File: config.mk
export PLATFORM = sky130hd
export DESIGN_NAME = dac_code_and_control_registers
export DESIGN_NICKNAME = d
export VERILOG_FILES = /design/src/dac_regs_pkg.sv /design/src/dac_code_and_control_registers.sv /design/src/pin_sync.sv
export VERILOG_INCLUDE_DIRS = /design/src
export SDC_FILE = /design/constraint.sdc
export NUM_CORES = 1
export LEC_CHECK = 0
export BUFFER_PORTS_ARGS = -buffer_cell sky130_fd_sc_hd__buf_2
export CORE_MARGIN = 4
export CORE_UTILIZATION = 63
export DETAILED_ROUTE_END_ITERATION = 16
export PLACE_DENSITY_LB_ADDON = 0.08
export SETUP_SLACK_MARGIN = 0.4
export SYNTH_ARGS = -nofsm -noshare
export SYNTH_HDL_FRONTEND = slang
export SYNTH_SLANG_ARGS = --single-unit
File: constraint.sdc
create_clock -name sys_clk -period 3.42 [get_ports sys_clk]
set_input_delay 0.342 -clock sys_clk [delete_from_list [all_inputs] [get_ports sys_clk]]
set_output_delay 0.342 -clock sys_clk [all_outputs]
set_load 0.005 [all_outputs]
File: src/dac_regs_cfg.svh
`ifndef DAC_REGS_CFG_SVH
`define DAC_REGS_CFG_SVH
// frame layout
`define FRAME_BITS 24
`define FRAME_CNT_W 5
`define RW_BIT 23
`define ADDR_HI 22
`define ADDR_LO 20
`define DATA_HI 19
`define DATA_W 20
// register addresses
`define ADDR_NOP 3'h0
`define ADDR_CODE 3'h1
`define ADDR_CTRL 3'h2
// control fields
`define LIN_HI 9
`define LIN_LO 6
`define SDO_DIS_BIT 5
`define FMT_BIT 4
`define TRI_BIT 3
`define CLAMP_BIT 2
`define AMP_BIT 1
`define RSV_LO_BIT 0
// reset values
`define CODE_RST 20'h00000
`define LIN_RST 4'h0
`define SDO_DIS_RST 1'h0
`define FMT_RST 1'h0
`define TRI_RST 1'h1
`define CLAMP_RST 1'h1
`define AMP_RST 1'h1
`endif

File: src/dac_regs_pkg.sv
package dac_regs_pkg;
  typedef logic [19:0] word20_t;
  typedef logic [3:0] lin_comp_t;
  typedef enum logic [1:0] {
    LINK_IDLE = 2'b00,
    LINK_SHIFT = 2'b01,
    LINK_DONE = 2'b10
  } link_state_e;
endpackage : dac_regs_pkg

File: src/dac_code_and_control_registers.sv
// Operation
// - 24-bit frame: rw, address, data
// - 20-bit output code register, read/write
// - address 010 selects mode control
// - control field layout, reserved bits
// - amp bit 0: amp on, series
// - amp bit 1 default: amp off, parallel
// - clamp bit 0: normal mode when tristate bit is 0
// - clamp bit 1 default: clamp, tristate
// - reset leaves output clamped, tristated
// - clamp overrides tristate bit
// - tristate bit, resets to one
// - format bit: twos complement default
// - serial-output disable tristates data out
// - linearity field default zero
`timescale 1ns/1ps
`include "dac_regs_cfg.svh"
module dac_code_and_control_registers (
  // clock and reset
  input wire logic sys_clk,
  input wire logic resetn,
  // serial link pins
  input wire logic sclk,
  input wire logic frame_sel_n,
  input wire logic sdin,
  output logic sdo,
  output logic sdo_oe,
  // converter controls
  output dac_regs_pkg::word20_t output_code,
  output logic code_format_select,
  output logic amp_config_select,
  output logic amp_powered,
  output logic fb_series,
  output logic output_ground_clamp,
  output logic output_tristate,
  output logic dac_driving,
  output dac_regs_pkg::lin_comp_t lin_comp
);
  import dac_regs_pkg::*;

  // ==========================================================
  // pin synchronisers
  logic sclk_s;
  logic sel_n_s;
  logic sdin_s;
  logic sclk_d;
  logic sel_n_d;

  // serial clock idles high; matching reset avoids a false edge
  pin_sync #(.RST_VAL(1'b1)) u_sync_sclk (
    .sys_clk(sys_clk), .resetn(resetn),
    .pin_in(sclk), .pin_sync_out(sclk_s));
  pin_sync #(.RST_VAL(1'b1)) u_sync_sel (
    .sys_clk(sys_clk), .resetn(resetn),
    .pin_in(frame_sel_n), .pin_sync_out(sel_n_s));
  pin_sync #(.RST_VAL(1'b0)) u_sync_sdin (
    .sys_clk(sys_clk), .resetn(resetn),
    .pin_in(sdin), .pin_sync_out(sdin_s));

  always_ff @(posedge sys_clk or negedge resetn) begin
    if (!resetn) begin
      sclk_d <= 1'b1;
      sel_n_d <= 1'b1;
    end else begin
      sclk_d <= sclk_s;
      sel_n_d <= sel_n_s;
    end
  end

  logic sclk_fall;
  logic sclk_rise;
  logic sel_fall;
  logic sel_rise;
  assign sclk_fall = sclk_d && !sclk_s;
  assign sclk_rise = !sclk_d && sclk_s;
  assign sel_fall = sel_n_d && !sel_n_s;
  assign sel_rise = !sel_n_d && sel_n_s;

  // ==========================================================
  // frame shifter
  link_state_e state;
  logic [`FRAME_BITS-1:0] shift_in;
  logic [`FRAME_CNT_W-1:0] edge_cnt;
  logic frame_ok;

  always_ff @(posedge sys_clk or negedge resetn) begin
    if (!resetn) begin
      state <= LINK_IDLE;
      shift_in <= '0;
      edge_cnt <= '0;
    end else begin
      case (state)
        LINK_IDLE: begin
          if (sel_fall) begin
            state <= LINK_SHIFT;
            edge_cnt <= '0;
          end
        end
        LINK_SHIFT: begin
          if (sel_rise) begin
            state <= LINK_DONE;
          end else if (sclk_fall) begin
            shift_in <= {shift_in[`FRAME_BITS-2:0], sdin_s};
            if (edge_cnt != {`FRAME_CNT_W{1'b1}}) begin
              edge_cnt <= edge_cnt + 1'b1;
            end
          end
        end
        LINK_DONE: begin
          state <= LINK_IDLE;
        end
        default: begin
          state <= LINK_IDLE;
        end
      endcase
    end
  end

  // only exactly 24 falling edges commit a frame
  assign frame_ok = (state == LINK_DONE) &&
    (edge_cnt == `FRAME_CNT_W'(`FRAME_BITS));

  logic is_write;
  logic [2:0] frame_addr;
  word20_t frame_data;
  assign is_write = !shift_in[`RW_BIT];
  assign frame_addr = shift_in[`ADDR_HI:`ADDR_LO];
  assign frame_data = shift_in[`DATA_HI:0];

  // ==========================================================
  // registers
  always_ff @(posedge sys_clk or negedge resetn) begin
    if (!resetn) begin
      output_code <= `CODE_RST;
    end else if (frame_ok && is_write &&
                 frame_addr == `ADDR_CODE) begin
      output_code <= frame_data;
    end
  end

  logic sdo_dis;
  logic tri_bit;
  always_ff @(posedge sys_clk or negedge resetn) begin
    if (!resetn) begin
      lin_comp <= `LIN_RST;
      sdo_dis <= `SDO_DIS_RST;
      code_format_select <= `FMT_RST;
      tri_bit <= `TRI_RST;
      output_ground_clamp <= `CLAMP_RST;
      amp_config_select <= `AMP_RST;
    end else if (frame_ok && is_write &&
                 frame_addr == `ADDR_CTRL) begin
      lin_comp <= frame_data[`LIN_HI:`LIN_LO];
      sdo_dis <= frame_data[`SDO_DIS_BIT];
      code_format_select <= frame_data[`FMT_BIT];
      tri_bit <= frame_data[`TRI_BIT];
      output_ground_clamp <= frame_data[`CLAMP_BIT];
      amp_config_select <= frame_data[`AMP_BIT];
    end
  end

  // derived converter controls, registered
  always_ff @(posedge sys_clk or negedge resetn) begin
    if (!resetn) begin
      output_tristate <= `TRI_RST | `CLAMP_RST;
      dac_driving <= ~`TRI_RST & ~`CLAMP_RST;
      amp_powered <= ~`AMP_RST;
      fb_series <= ~`AMP_RST;
    end else begin
      output_tristate <= tri_bit || output_ground_clamp;
      dac_driving <= !tri_bit && !output_ground_clamp;
      amp_powered <= !amp_config_select;
      fb_series <= !amp_config_select;
    end
  end

  // ==========================================================
  // readback: addressed register shifts out in the next frame
  logic [`FRAME_BITS-1:0] shift_out;
  logic [`FRAME_BITS-1:0] rd_word;
  word20_t ctrl_view;
  always_comb begin
    ctrl_view = '0;
    ctrl_view[`LIN_HI:`LIN_LO] = lin_comp;
    ctrl_view[`SDO_DIS_BIT] = sdo_dis;
    ctrl_view[`FMT_BIT] = code_format_select;
    ctrl_view[`TRI_BIT] = tri_bit;
    ctrl_view[`CLAMP_BIT] = output_ground_clamp;
    ctrl_view[`AMP_BIT] = amp_config_select;
    rd_word = '0;
    if (frame_addr == `ADDR_CODE) begin
      rd_word = {shift_in[`RW_BIT:`ADDR_LO], output_code};
    end else if (frame_addr == `ADDR_CTRL) begin
      rd_word = {shift_in[`RW_BIT:`ADDR_LO], ctrl_view};
    end
  end

  always_ff @(posedge sys_clk or negedge resetn) begin
    if (!resetn) begin
      shift_out <= '0;
    end else if (frame_ok && !is_write) begin
      shift_out <= rd_word;
    end else if (state == LINK_IDLE && sel_fall) begin
      shift_out <= shift_out;
    end else if (state == LINK_SHIFT && sclk_fall && !sel_rise) begin
      shift_out <= {shift_out[`FRAME_BITS-2:0], 1'b0};
    end else if (frame_ok) begin
      shift_out <= '0;
    end
  end

  // data out changes on rising sclk, host samples on falling
  always_ff @(posedge sys_clk or negedge resetn) begin
    if (!resetn) begin
      sdo <= 1'b0;
      sdo_oe <= 1'b0;
    end else begin
      sdo_oe <= !sel_n_s && !sdo_dis;
      if (state == LINK_IDLE && sel_fall) begin
        sdo <= shift_out[`FRAME_BITS-1];
      end else if (sclk_rise) begin
        sdo <= shift_out[`FRAME_BITS-1];
      end
    end
  end

  // ==========================================================
  // checks
  clamp_tri_a: assert property (@(posedge sys_clk)
    disable iff (!resetn) output_ground_clamp |=> output_tristate)
    else $error("clamp did not force tristate");
  drive_mode_a: assert property (@(posedge sys_clk)
    disable iff (!resetn) dac_driving |-> !output_tristate)
    else $error("driving while tristated");
  amp_series_a: assert property (@(posedge sys_clk)
    disable iff (!resetn) !amp_config_select |=> amp_powered && fb_series)
    else $error("amp not configured for series");
  amp_parallel_a: assert property (@(posedge sys_clk)
    disable iff (!resetn) amp_config_select |=> !amp_powered && !fb_series)
    else $error("amp not configured for parallel");
  bad_frame_a: assert property (@(posedge sys_clk)
    disable iff (!resetn)
    (state == LINK_DONE && edge_cnt != `FRAME_CNT_W'(`FRAME_BITS)) |=>
      $stable(output_code))
    else $error("short or long frame changed code");
  code_write_a: assert property (@(posedge sys_clk)
    disable iff (!resetn)
    (frame_ok && is_write && frame_addr == `ADDR_CODE) |=>
      output_code == $past(frame_data))
    else $error("code write lost");
  sdo_off_a: assert property (@(posedge sys_clk)
    disable iff (!resetn) sdo_dis |=> !sdo_oe)
    else $error("data out driven while disabled");
  ctrl_view_a: assert property (@(posedge sys_clk)
    disable iff (!resetn)
    ctrl_view[`DATA_HI:`LIN_HI+1] == '0 && !ctrl_view[`RSV_LO_BIT])
    else $error("reserved bits not zero");
endmodule : dac_code_and_control_registers

File: src/pin_sync.sv
`timescale 1ns/1ps
// two-stage synchroniser for pins
module pin_sync #(
  parameter logic RST_VAL = 1'b0
) (
  // clock and reset
  input wire logic sys_clk,
  input wire logic resetn,
  // level
  input wire logic pin_in,
  output logic pin_sync_out
);
  logic meta;

  always_ff @(posedge sys_clk or negedge resetn) begin
    if (!resetn) begin
      meta <= RST_VAL;
      pin_sync_out <= RST_VAL;
    end else begin
      meta <= pin_in;
      pin_sync_out <= meta;
    end
  end
endmodule : pin_sync

=== Word-level counts from Yosys, hierarchy flattened ===
Index checks and enable logic that the tools add are counted.

* Bits in registers: 97
* Input bits: 5
* Output and inout bits: 33
* Word-level logic and storage cells: 87

* Add/subtract/negate cells: 1
* Equal/unequal tests: 12
* Muxes and demuxes: 16
* Bitwise logic cells: 1
* Reductions and logical operators: 33

{| class="wikitable"
|+ Operators by type and width
! cell !! count
|-
| two-way mux 24 bit || 6
|-
| two-way mux 5 bit || 4
|-
| logical AND 1 bit || 14
|-
| != test 2 bit (second input constant) || 6
|-
| zero test 1 bit || 10
|-
| case mux 5 bit (2 select lines) || 1
|-
| adder 5 x 1 -> 5 bit (second input constant) || 1
|-
| equality test 5 bit (second input constant) || 1
|-
| != test 5 bit (second input constant) || 1
|-
| AND reduction 5 bit || 1
|-
| two-way mux 2 bit || 2
|-
| case mux 2 bit (2 select lines) || 1
|-
| AND reduction 2 bit || 2
|-
| nonzero test 2 bit || 2
|-
| equality test 3 x 1 -> 1 bit (second input constant) || 1
|-
| equality test 3 x 2 -> 1 bit (second input constant) || 1
|-
| AND reduction 3 bit || 1
|-
| nonzero test 3 bit || 1
|-
| equality test 2 x 1 -> 1 bit (second input constant) || 1
|-
| equality test 2 bit (second input constant) || 1
|-
| zero test 2 bit || 1
|-
| two-way mux 1 bit || 2
|-
| logical OR 1 bit || 1
|-
| inverter 1 bit || 1
|}

=== Depth between registers and ports, before layout ===
Gate-level depths: netlist of run 1.

* Depth in word-level cells: 7
* Depth in mapped cells: 8
* Gate-level depth less buffers: 6

=== Hierarchy ===
From an unflattened synthesis of run 1, not the netlist that was laid out.

* Cells, all modules: 345
* Area, all modules: 4030.1 µm²

{| class="wikitable"
|+ By module, submodules not included
! module !! instances !! cells each !! area each (µm²) !! seq. area each (µm²)
|-
| dac_code_and_control_registers || 1 || 339 || 3875.0 || 2284.7
|-
| pin_sync at u_sync_sclk ... || 2 || 2 || 52.6 || 52.6
|-
| pin_sync at u_sync_sdin || 1 || 2 || 50.0 || 50.0
|}

=== Worst setup path after synthesis of run 1 ===
Ideal clock, no wire load.

* Kind: reg2reg
* Start point: register edge_cnt[0]
* End point: register output_code[0]
* Setup time: 125 ps
* Arrival: 1657 ps
* Required time: 3295 ps
* Setup slack: 1638 ps
* Stages on the path, launching flop included: 9
* Path buffers: 2
* Period minus slack after synthesis: 1782 ps
* Path through: dfrtp_1 > inv_1 > ha_1 > and4bb_1 > and3_1 > buf_2 > nand3_2 > buf_6 > mux2_4

* Longest elaborated chain between the ends: 4

{| class="wikitable"
|+ RTL lines
! element !! RTL line !! source
|-
| from (decl) || dac_code_and_control_registers.sv:83 || <nowiki>logic [`FRAME_CNT_W-1:0] edge_cnt;</nowiki>
|-
| from (signal assigned) || dac_code_and_control_registers.sv:105 || <nowiki>edge_cnt <= edge_cnt + 1'b1;</nowiki>
|-
| equality test 5 bit || dac_code_and_control_registers.sv:121 || <nowiki>(edge_cnt == `FRAME_CNT_W'(`FRAME_BITS));</nowiki>
|-
| logical AND 1 bit || dac_code_and_control_registers.sv:120 || <nowiki>assign frame_ok = (state == LINK_DONE) &&</nowiki>
|-
| logical AND 1 bit || dac_code_and_control_registers.sv:135 || <nowiki>end else if (frame_ok && is_write &&</nowiki>
|-
| logical AND 1 bit (no source line) || n/a ||
|-
| to (signal assigned) || dac_code_and_control_registers.sv:134 || <nowiki>output_code <= `CODE_RST;</nowiki>
|-
| to (signal assigned) || dac_code_and_control_registers.sv:137 || <nowiki>output_code <= frame_data;</nowiki>
|-
| to (decl) || dac_code_and_control_registers.sv:29 || <nowiki>output dac_regs_pkg::word20_t output_code,</nowiki>
|}

No other way between the ends.
A chain may end at the register's enable or synchronous reset.

=== Final worst setup path of run 1 ===
* Start point: register edge_cnt[0]
* End point: register output_code[9]

Same word-level chain as after synthesis.

==> results.ini, run 1 <==
[clocking]
cts_resized = 0
cts_made_buffers = 9
h-tree-depth = 3
cts.sinks = 97
cts_tree = yes
cts_root_buffer = clkbuf_8
clockBufferDepth = 2
cts.reportedPaths.clkPinSlew_ns = 0.09
insertion_delay_ns = 0.35

[yosys]
ys_types = 40
ys_ff_latch = 97
syn_area_per_cell_um2 = 11.6
ys_async_sr_fraction_pct = 100
netlist_area_um2 = 4010
synth_area_leaders = dfrtp_1, nand2_1, mux2_4
synth_commonest_cells = dfrtp_1, nand2_1, nor3_1
syn_nets = 352
yosysMostFrequentCell = dfrtp_1
synth_edf_count = 0
yosysTopAreaCell = dfrtp_1
synth_warnings = 0
ys_seq_area_share_pct = 60.9
synth_top_area_share_pct = 54.3
synth_ff_type = dfrtp_1
syn_inst = 344

[floorplanning]
io_pins = 38
die_area_um2 = 7700
core_um2 = 6060
start_util_pct = 66.1
fp.dieW_um = 87.7
die_h_um = 87.7
rows = 28

[job]
timing.max_cap.violations = 0

[power_and_ir_drop]
p_comb_share_pct = 8.7
p_total_mw = 2.30
power.share.switching_pct = 25.2
pwr-share-seq_pct = 59.2
leakagePower_nw = 2.32
power.density_nw_per_um2 = 517
power_switching_mw = 0.581
internal_power_mw = 1.72
clkPwrFrac_pct = 32.1
ir_drop_v = 0.000326

[place]
io_buffers = 37
dp_hpwl_um = 5080
dpl.cell_count = 442
gp_congestion = 0.744

[global_routing]
met3_usage_pct = 3.86
grtUsageTotal_pct = 22.8
met1_usage_pct = 31.9
grt_max_degree = 40
grt_pass1_wl_um = 13400
gr-total-overflow = 0
busiest_layer = met2
use_met2_pct = 35.1
grt_pass1_vias = 2690
grt_antenna_before_repair = 0

[timing]
slew_violations = 0
skew_ns = 0.00998
setup_tns_ns = 0
finalCriticalPeriod_ns = 2.50
rsz0062_at_grt = false
clock.fmax_ghz = 0.400
setup_viol = 0
hold_viol = 0
maxSlewHeadroom_pct = 47.6
worst_pin_slew_ns = 0.783
finalCritPeriodShare_pct = 73.1

[route]
vias = 2668
wire_per_inst_um = 16.9
drtPass1Iterations = 4
drtIter0Drc = 176
drc = 0
drt-vias-per-instance = 5.83
routed_wl_um = 7740
ant_nets = 0

[layout]
diodes = 0
drive_gt1_share_pct = 27.2
instances_no_fill = 458
final_nets = 387
fin_util_pct = 73.4
area_delta_synth_final_pct = 11.1

[worst_hold_path]
min_path_type = primary input to register

[setup_path]
crit_required_ns = 3.66
cp_max_fo = 15
crit_arrival_ns = 2.74
critPathCaptureType = register
start_kind = register
crit_type = register to register

[status]
status = completed

[metrics by stage]
| step | setup slack, ns | hold slack, ns | area (um^2) |
|---|---|---|---|
| 3_5_place_dp | 0.940 | 0.320 | 4240 |
| 3_3_place_gp | 0.987 | 0.321 | 4240 |
| 5_1_grt | 0.752 | 0.0555 | 4450 |
| 2_1_floorplan | 1.64 | 0.0464 | 4010 |
| 4_1_cts | 0.933 | 0.0645 | 4450 |
| 6_report | 0.919 | 0.0792 | 4450 |
[power by group through the flow]
stage / combinational, mW / clock (mW) / sequential [mW]
4_1_cts: 0.207 / 0.748 / 1.36
6_report: 0.201 / 0.738 / 1.36
3_3_place_gp: 0.193 / 0 / 1.38
5_1_grt: 0.238 / 0.803 / 1.38
2_1_floorplan: 0.143 / 0 / 1.36
3_5_place_dp: 0.206 / 0 / 1.38
[cells by family after synthesis]
logic type	count (synthesis)	synth area share [%]
AOI/OAI and AO/OA	41	7.59
DFF	97	60.9
adders and majority gates	3	0.937
and+or+nand+nor	144	16.5
buffers and inverters	26	3.06
muxes	33	11.1
[per-layer routing]
layer | vias to the layer above | share of wire [%]
li1 | 1250 | -
met4 | 0 | 1.4
met5 | - | 0
met1 | 1340 | 45
met2 | 69 | 49
met3 | 9 | 4.4
[area by class of cell]
type	instances	area (um^2)
clock buffers	11	141
clock inverters	4	53.8
fillers	417	1610
inverters	5	18.8
multi-input cells	221	1450
flip-flops and latches	97	2440
well taps	75	93.8
repair buffers	45	250
[repair_timing]
item	4_1_cts	5_1_grt
hold endpoints to repair	34	0
hold buffers	1	0
setup buffers	0	0
[cells in the final DEF (no fill, tap or decap), drive strengths merged, types with 2 or more instances in the layout]
| master | netlist | final |
|---|---|---|
| o21ai | 3 | 3 |
| clkinvlp | 0 | 2 |
| or2 | 2 | 2 |
| nand2 | 81 | 81 |
| mux2 | 30 | 30 |
| and3 | 2 | 2 |
| a21oi | 11 | 11 |
| a22o | 3 | 3 |
| nor2 | 14 | 14 |
| a221o | 10 | 10 |
| a21o | 2 | 2 |
| a22oi | 9 | 9 |
| mux2i | 3 | 3 |
| nor3 | 30 | 30 |
| ha | 3 | 3 |
| clkbuf | 10 | 11 |
| dfstp | 10 | 10 |
| buf | 11 | 44 |
| dfrtp | 87 | 87 |
| nand3 | 3 | 3 |
| inv | 5 | 5 |
| nor2b | 4 | 4 |
[worst max-delay path, cell delays in order (launching register included)]
cell      delay (ns)
dfrtp_1         0.43
inv_1           0.07
ha_1            0.13
and4bb_1        0.24
and3_1          0.56
nand3_2         0.33
buf_4           0.30
mux2_4          0.31
[flip-flops by register name, summed over array words and instances, names as in the netlist, 2 cells and up]
name and cells:
edge_cnt 5, shift_in 24, lin_comp 4, output_code 20, state 2, shift_out 24
[path summary, 6_finish.rpt]
path                                        from                  endpoint  slack, ns  depth (start not counted)
worst min-delay path                        sclk          u_sync_sclk.meta       0.08                          1
worst min register to register  u_sync_sdin.meta  u_sync_sdin.pin_sync_out       0.36                          0
min in group asynchronous                 resetn               edge_cnt[4]       0.48                          2
max in group asynchronous                 resetn                   tri_bit       2.05                          3
worst max register to register       edge_cnt[0]            output_code[9]       0.92                          7
worst max-delay path                 edge_cnt[0]            output_code[9]       0.92                          7
(Power assumes the default switching activity.)
==> run 2: changes to the inputs <==
Settings changed: CORE_UTILIZATION 63 to 53.
Clock period 3.42 ns to 2.2 ns, I/O delays scaled along.
==> run 2 against run 1 <==
Net effect:
- routed wire length up 8.3%
- die area up 17%
- final cell count up 10%
- maximum frequency up 36%
- cell area up 7.8%
- worst hold slack better by 0.18 ns
- combinational power up 78%
- sequential cell count unchanged
- count of clock-buffer cells in the layout unchanged
- sequential power up 56%
==> results.ini, run 2 (synthesized netlist as in run 1, its figures left out) <==
[global_routing]
grtUsageTotal_pct = 20.3  ; -2.4 points
grt_max_degree = 53  ; +33%
grt_pass1_vias = 2757  ; +2.5%
grt_antenna_before_repair = 0  ; unchanged
gr-total-overflow = 0  ; unchanged
grt_pass1_wl_um = 13900  ; +4.0%

[power_and_ir_drop]
ir_drop_v = 0.000431  ; +32%
power.density_nw_per_um2 = 786  ; +52%
leakagePower_nw = 2.47  ; +6.1%
p_total_mw = 3.77  ; +64%

[setup_path]
crit_required_ns = 2.44  ; -1.22 ns
crit_path_start = edge_cnt[1]
start_kind = register
regToRegSetupSlack_ns = 0.36  ; -0.56 ns
reg2reg_from = edge_cnt[1]
crit_type = register to register
rr_worst_depth = 7  ; unchanged
crit_arrival_ns = 2.08  ; -0.66 ns
critPathCaptureType = register
cp_max_fo = 13  ; -2

[floorplanning]
start_util_pct = 54.9  ; -11 points
die_area_um2 = 9010  ; +17%
io_pins = 38  ; unchanged
fp.dieW_um = 94.9  ; +8.2%
die_h_um = 94.9  ; +8.2%
core_um2 = 7290  ; +20%
rows = 31  ; +11%

[worst_hold_path]
min_path_type = primary input to asynchronous set/reset pin

[timing]
rsz0062_at_grt = true
finalCriticalPeriod_ns = 1.84  ; -0.657 ns
finalCritPeriodShare_pct = 83.8  ; +11 points
fin_ws_ns = 0.356  ; -0.563 ns
hold_viol = 0  ; unchanged
setup_viol = 0  ; unchanged
worst_pin_slew_ns = 0.547  ; -0.236 ns
setup_tns_ns = 0  ; unchanged
maxSlewHeadroom_pct = 63.4  ; +16 points
slew_violations = 0  ; unchanged
clock.fmax_ghz = 0.542  ; +36%
holdWs_ns = 0.257  ; +0.178 ns
skew_ns = 0.0111  ; +0.00114 ns

[route]
drt-vias-per-instance = 5.38  ; -7.7%
wire_per_inst_um = 16.6  ; -1.8%
drtPass1Iterations = 4  ; unchanged
vias = 2715  ; +1.8%
drc = 0  ; unchanged
drtIter0Drc = 149  ; -15%
routed_wl_um = 8380  ; +8.3%
ant_nets = 0  ; unchanged

[place]
io_buffers = 37  ; unchanged
dp_slack_ns = 0.197  ; -0.743 ns
dp_hpwl_um = 5300  ; +4.3%
dpl.cell_count = 472  ; +6.8%
gp_congestion = 0.719  ; -3.3%
placed_area_um2 = 4340  ; +2.4%

[layout]
final_cell_mix = dfrtp_1, nand2_1, buf_2, nor3_1, mux2_4
drive_gt1_share_pct = 32.3  ; +5.1 points
fin_util_pct = 65.8  ; -7.6 points
diodes = 0  ; unchanged
final_cell_area_um2 = 4800  ; +7.8%
fillCellCount = 563  ; +35%
layout_commonest_cell = dfrtp_1
area_delta_synth_final_pct = 19.7
instances_no_fill = 505  ; +10%
final_nets = 409  ; +5.7%
largest_registers = shift_in x24, shift_out x24, output_code x20

[clocking]
clockBufferDepth = 2  ; unchanged
cts.reportedPaths.clkPinSlew_ns = 0.10  ; about the same
cts_tree = yes
cts_made_buffers = 9  ; unchanged
h-tree-depth = 3  ; unchanged
cts.sinks = 97  ; unchanged
cts_root_buffer = clkbuf_8
insertion_delay_ns = 0.36  ; about the same

[status]
status = completed

[job]
timing.max_cap.violations = 0  ; unchanged

## run 2: critical path: stages, from the launching register on
cell and delay (ns):
dfrtp_1 0.42, inv_1 0.07, ha_1 0.13, and4bb_2 0.26, and3_4 0.25, nand3_4 0.10
buf_12 0.19, mux2_4 0.30
## run 2: cell type report
cell class / instances / area [um^2] / share of cell area [%]
inverters: 5 / 18.8 / 0.391
multi-input cells: 223 / 1520 / 31.7
repair buffers: 65 / 465 / 9.71
clock inverters: 5 / 85.1 / 1.77
clock buffers: 11 / 141 / 2.95
flip-flops and latches: 97 / 2440 / 50.9
well taps: 99 / 124 / 2.58
## run 2: worst paths after layout
check | end
hold reg to reg | u_sync_sdin.pin_sync_out
setup / recovery | output_code[7]
min in group sys_clk | u_sync_sdin.pin_sync_out
setup reg to reg | output_code[7]
max in group asynchronous | shift_in[20]
hold / removal | edge_cnt[2]
## run 2: repair_timing
item	4_1_cts	5_1_grt
cloned	1	1
endpoints found under the setup margin	54	54
pin swaps	1	1
hold endpoints to repair	19	0
gates resized for setup	14	4
setup buffers	8	3
hold buffers	4	0
## run 2: routing by layer
metal  vias up  track usage (%)  part of all wire (%)
li1       1294                -                     -
met1      1353             28.4                    46
met4         0             8.89                   2.1
met2        52             31.2                    48
met5         -                0                     0
met3        16             3.82                   3.8
## run 2: report_power, final
group | internal [mW] | leakage (nW) | switching (mW)
clock | 0.680 | 0.111 | 0.614
sequential | 1.98 | 1.26 | 0.141
combinational | 0.177 | 1.10 | 0.180
==> run 3: changes to the inputs <==
Settings changed: CORE_UTILIZATION 53 to 58.
Clock period 2.2 ns to 1.7 ns, I/O delays scaled along.
==> run 3 against run 2 <==
Net effect:
- the run now ends with negative setup slack left
- clock skew grew 0.0031 ns
- largest cell class unchanged
- highest routed layer unchanged
- critical endpoint is now output_code[1]
- non-clock buffer count grew 26
- total power grew 34%
- worst hold slack gained 0.019 ns
- first-iteration DRC count grew 66%
- combinational power grew 110%
- global-route usage grew 3.9 points
- critical path type unchanged
==> results.ini, run 3 (synthesized netlist as in run 1, its figures left out) <==
[global_routing]
grt_antenna_before_repair = 0  ; unchanged
grt_max_degree = 31  ; -42%
grtUsageTotal_pct = 24.3  ; +3.9 points
grt_pass1_wl_um = 15600  ; +12%
grt_pass1_vias = 2968  ; +7.7%
gr-total-overflow = 0  ; unchanged

[setup_path]
crit_chain = inv_1, ha_1, and4bb_1, and3_4, nand3_4, buf_12, mux2_4
start_kind = register
rr_worst_depth = 7  ; unchanged
critPathCaptureType = register
crit_arrival_ns = 2.01  ; -0.07 ns
cp_max_fo = 13  ; unchanged
crit_type = register to register
crit_required_ns = 1.95  ; -0.49 ns
reg2reg_from = edge_cnt[0]
max_stage_delay_ns = 0.39  ; -0.03 ns
slowest_stage = dfrtp_1
regToRegSetupSlack_ns = -0.06  ; -0.42 ns
r2r_end = output_code[1]

[floorplanning]
fp.dieW_um = 91.1  ; -4.0%
die_h_um = 91.1  ; -4.0%
die_area_um2 = 8300  ; -7.9%
io_pins = 38  ; unchanged
rows = 30  ; -3.2%
start_util_pct = 59.3  ; +4.4 points
core_um2 = 6760  ; -7.3%

[clocking]
cts_root_buffer = clkbuf_8
clockBufferDepth = 2  ; unchanged
cts.sinks = 97  ; unchanged
cts.reportedPaths.clkPinSlew_ns = 0.10  ; about the same
cts_tree = yes
insertion_delay_ns = 0.37  ; about the same
cts_made_buffers = 9  ; unchanged
h-tree-depth = 3  ; unchanged

[place]
gp_congestion = 0.789  ; +9.7%
dp_hpwl_um = 5340  ; +0.83%
dpl.cell_count = 465  ; -1.5%
io_buffers = 37  ; unchanged
placed_area_um2 = 4500  ; +3.7%
dp_slack_ns = -0.230  ; -0.427 ns

[route]
vias = 3003  ; +11%
routed_wl_um = 9720  ; +16%
ant_nets = 0  ; unchanged
drtPass1Iterations = 4  ; unchanged
wire_per_inst_um = 18.9  ; +14%
drc = 0  ; unchanged
drtIter0Drc = 247  ; +66%
drt-vias-per-instance = 5.83  ; +8.5%

[timing]
clock.fmax_ghz = 0.568  ; +4.8%
skew_ns = 0.0142  ; +0.00307 ns
finalCritPeriodShare_pct = 104  ; +20 points
holdWs_ns = 0.276  ; +0.0189 ns
slew_violations = 0  ; unchanged
setup_viol = 36  ; +36
worst_pin_slew_ns = 0.467  ; -0.0804 ns
finalCriticalPeriod_ns = 1.76  ; -0.0840 ns
maxSlewHeadroom_pct = 68.8  ; +5.4 points
rsz0062_at_grt = true
setup_tns_ns = -0.950  ; -0.950 ns
hold_viol = 0  ; unchanged
fin_ws_ns = -0.0600  ; -0.416 ns

[layout]
final_cell_area_um2 = 5430  ; +13%
diodes = 0  ; unchanged
area_delta_synth_final_pct = 35.6
drive_gt1_share_pct = 49.2  ; +17 points
final_nets = 438  ; +7.1%
layout_commonest_cell = dfrtp_1
final_cell_mix = dfrtp_1, nand2_1, buf_2, nand2_2, buf_4
fin_util_pct = 80.4  ; +15 points
instances_no_fill = 515  ; +2.0%
largest_registers = shift_in x24, shift_out x24, output_code x20

[worst_hold_path]
min_path_type = primary input to asynchronous set/reset pin

[job]
timing.max_cap.violations = 0  ; unchanged

[status]
status = finished with violations
violations = negative setup slack

[power_and_ir_drop]
ir_drop_v = 0.000566  ; +31%
leakagePower_nw = 2.84  ; +15%
power.density_nw_per_um2 = 932  ; +19%
p_total_mw = 5.06  ; +34%

==> run 3: cell types whose count changed in the layout (fill, tap and decap cells not counted), sizes merged <==
cell | previous run | this run
buf | 61 | 86
bufinv | 2 | 1
clkbuf | 11 | 13
clkinvlp | 1 | 3
inv | 7 | 5
nand3 | 4 | 3
or2 | 2 | 6
==> run 3: final cells by class <==
type / count / area [um^2]
timing repair buffer: 91 / 851
inverter: 5 / 18.8
fill: 389 / 1330
tap: 80 / 100
sequential: 97 / 2440
clock inverter: 4 / 52.6
multi-input combinational: 226 / 1820
clock buffer: 12 / 145
==> run 3: how the worst max path moves through the flow <==
| stage | start | end | slack (ns) | cells past startpoint |
|---|---|---|---|---|
| 5_1_grt | edge_cnt[0] | lin_comp[2] | -0.15 | 7 |
| 6_report | edge_cnt[0] | output_code[1] | -0.06 | 7 |
| 3_5_place_dp | edge_cnt[0] | shift_out[5] | -0.23 | 7 |
| 3_3_place_gp | edge_cnt[0] | shift_out[8] | -0.17 | 7 |
| 4_1_cts | edge_cnt[0] | output_code[1] | -0.06 | 7 |
| 2_1_floorplan | edge_cnt[0] | output_code[0] | -0.02 | 8 |
==> run 3: worst max-delay path: cells and delay by family, from the launching register on <==
family,cells,cell delay (ns)
buf+inv,2,0.24
fa+ha+maj,1,0.14
mux,1,0.30
flops,1,0.39
simple gates,3,0.57
==> run 3: layer usage <==
layer	vias to the layer above	share of wire [%]	track usage, %
met2	84	50	39.3
met3	15	5.3	5.97
met1	1544	42	33.0
met4	0	1.9	6.28
li1	1360	-	-
met5	-	0	0
==> run 3: repair_timing <==
action	CTS	global route
resized for setup	63	45
hold endpoints to repair	24	0
hold buffers	4	0
pin swaps	24	28
gates cloned	8	1
setup endpoints to repair	83	83
buffers inserted	14	7
==> run 3: where the power goes <==
part | internal (mW) | switching [mW] | total [mW]
sequential | 2.56 | 0.215 | 2.78
clock | 0.722 | 0.802 | 1.52
combinational | 0.418 | 0.343 | 0.760
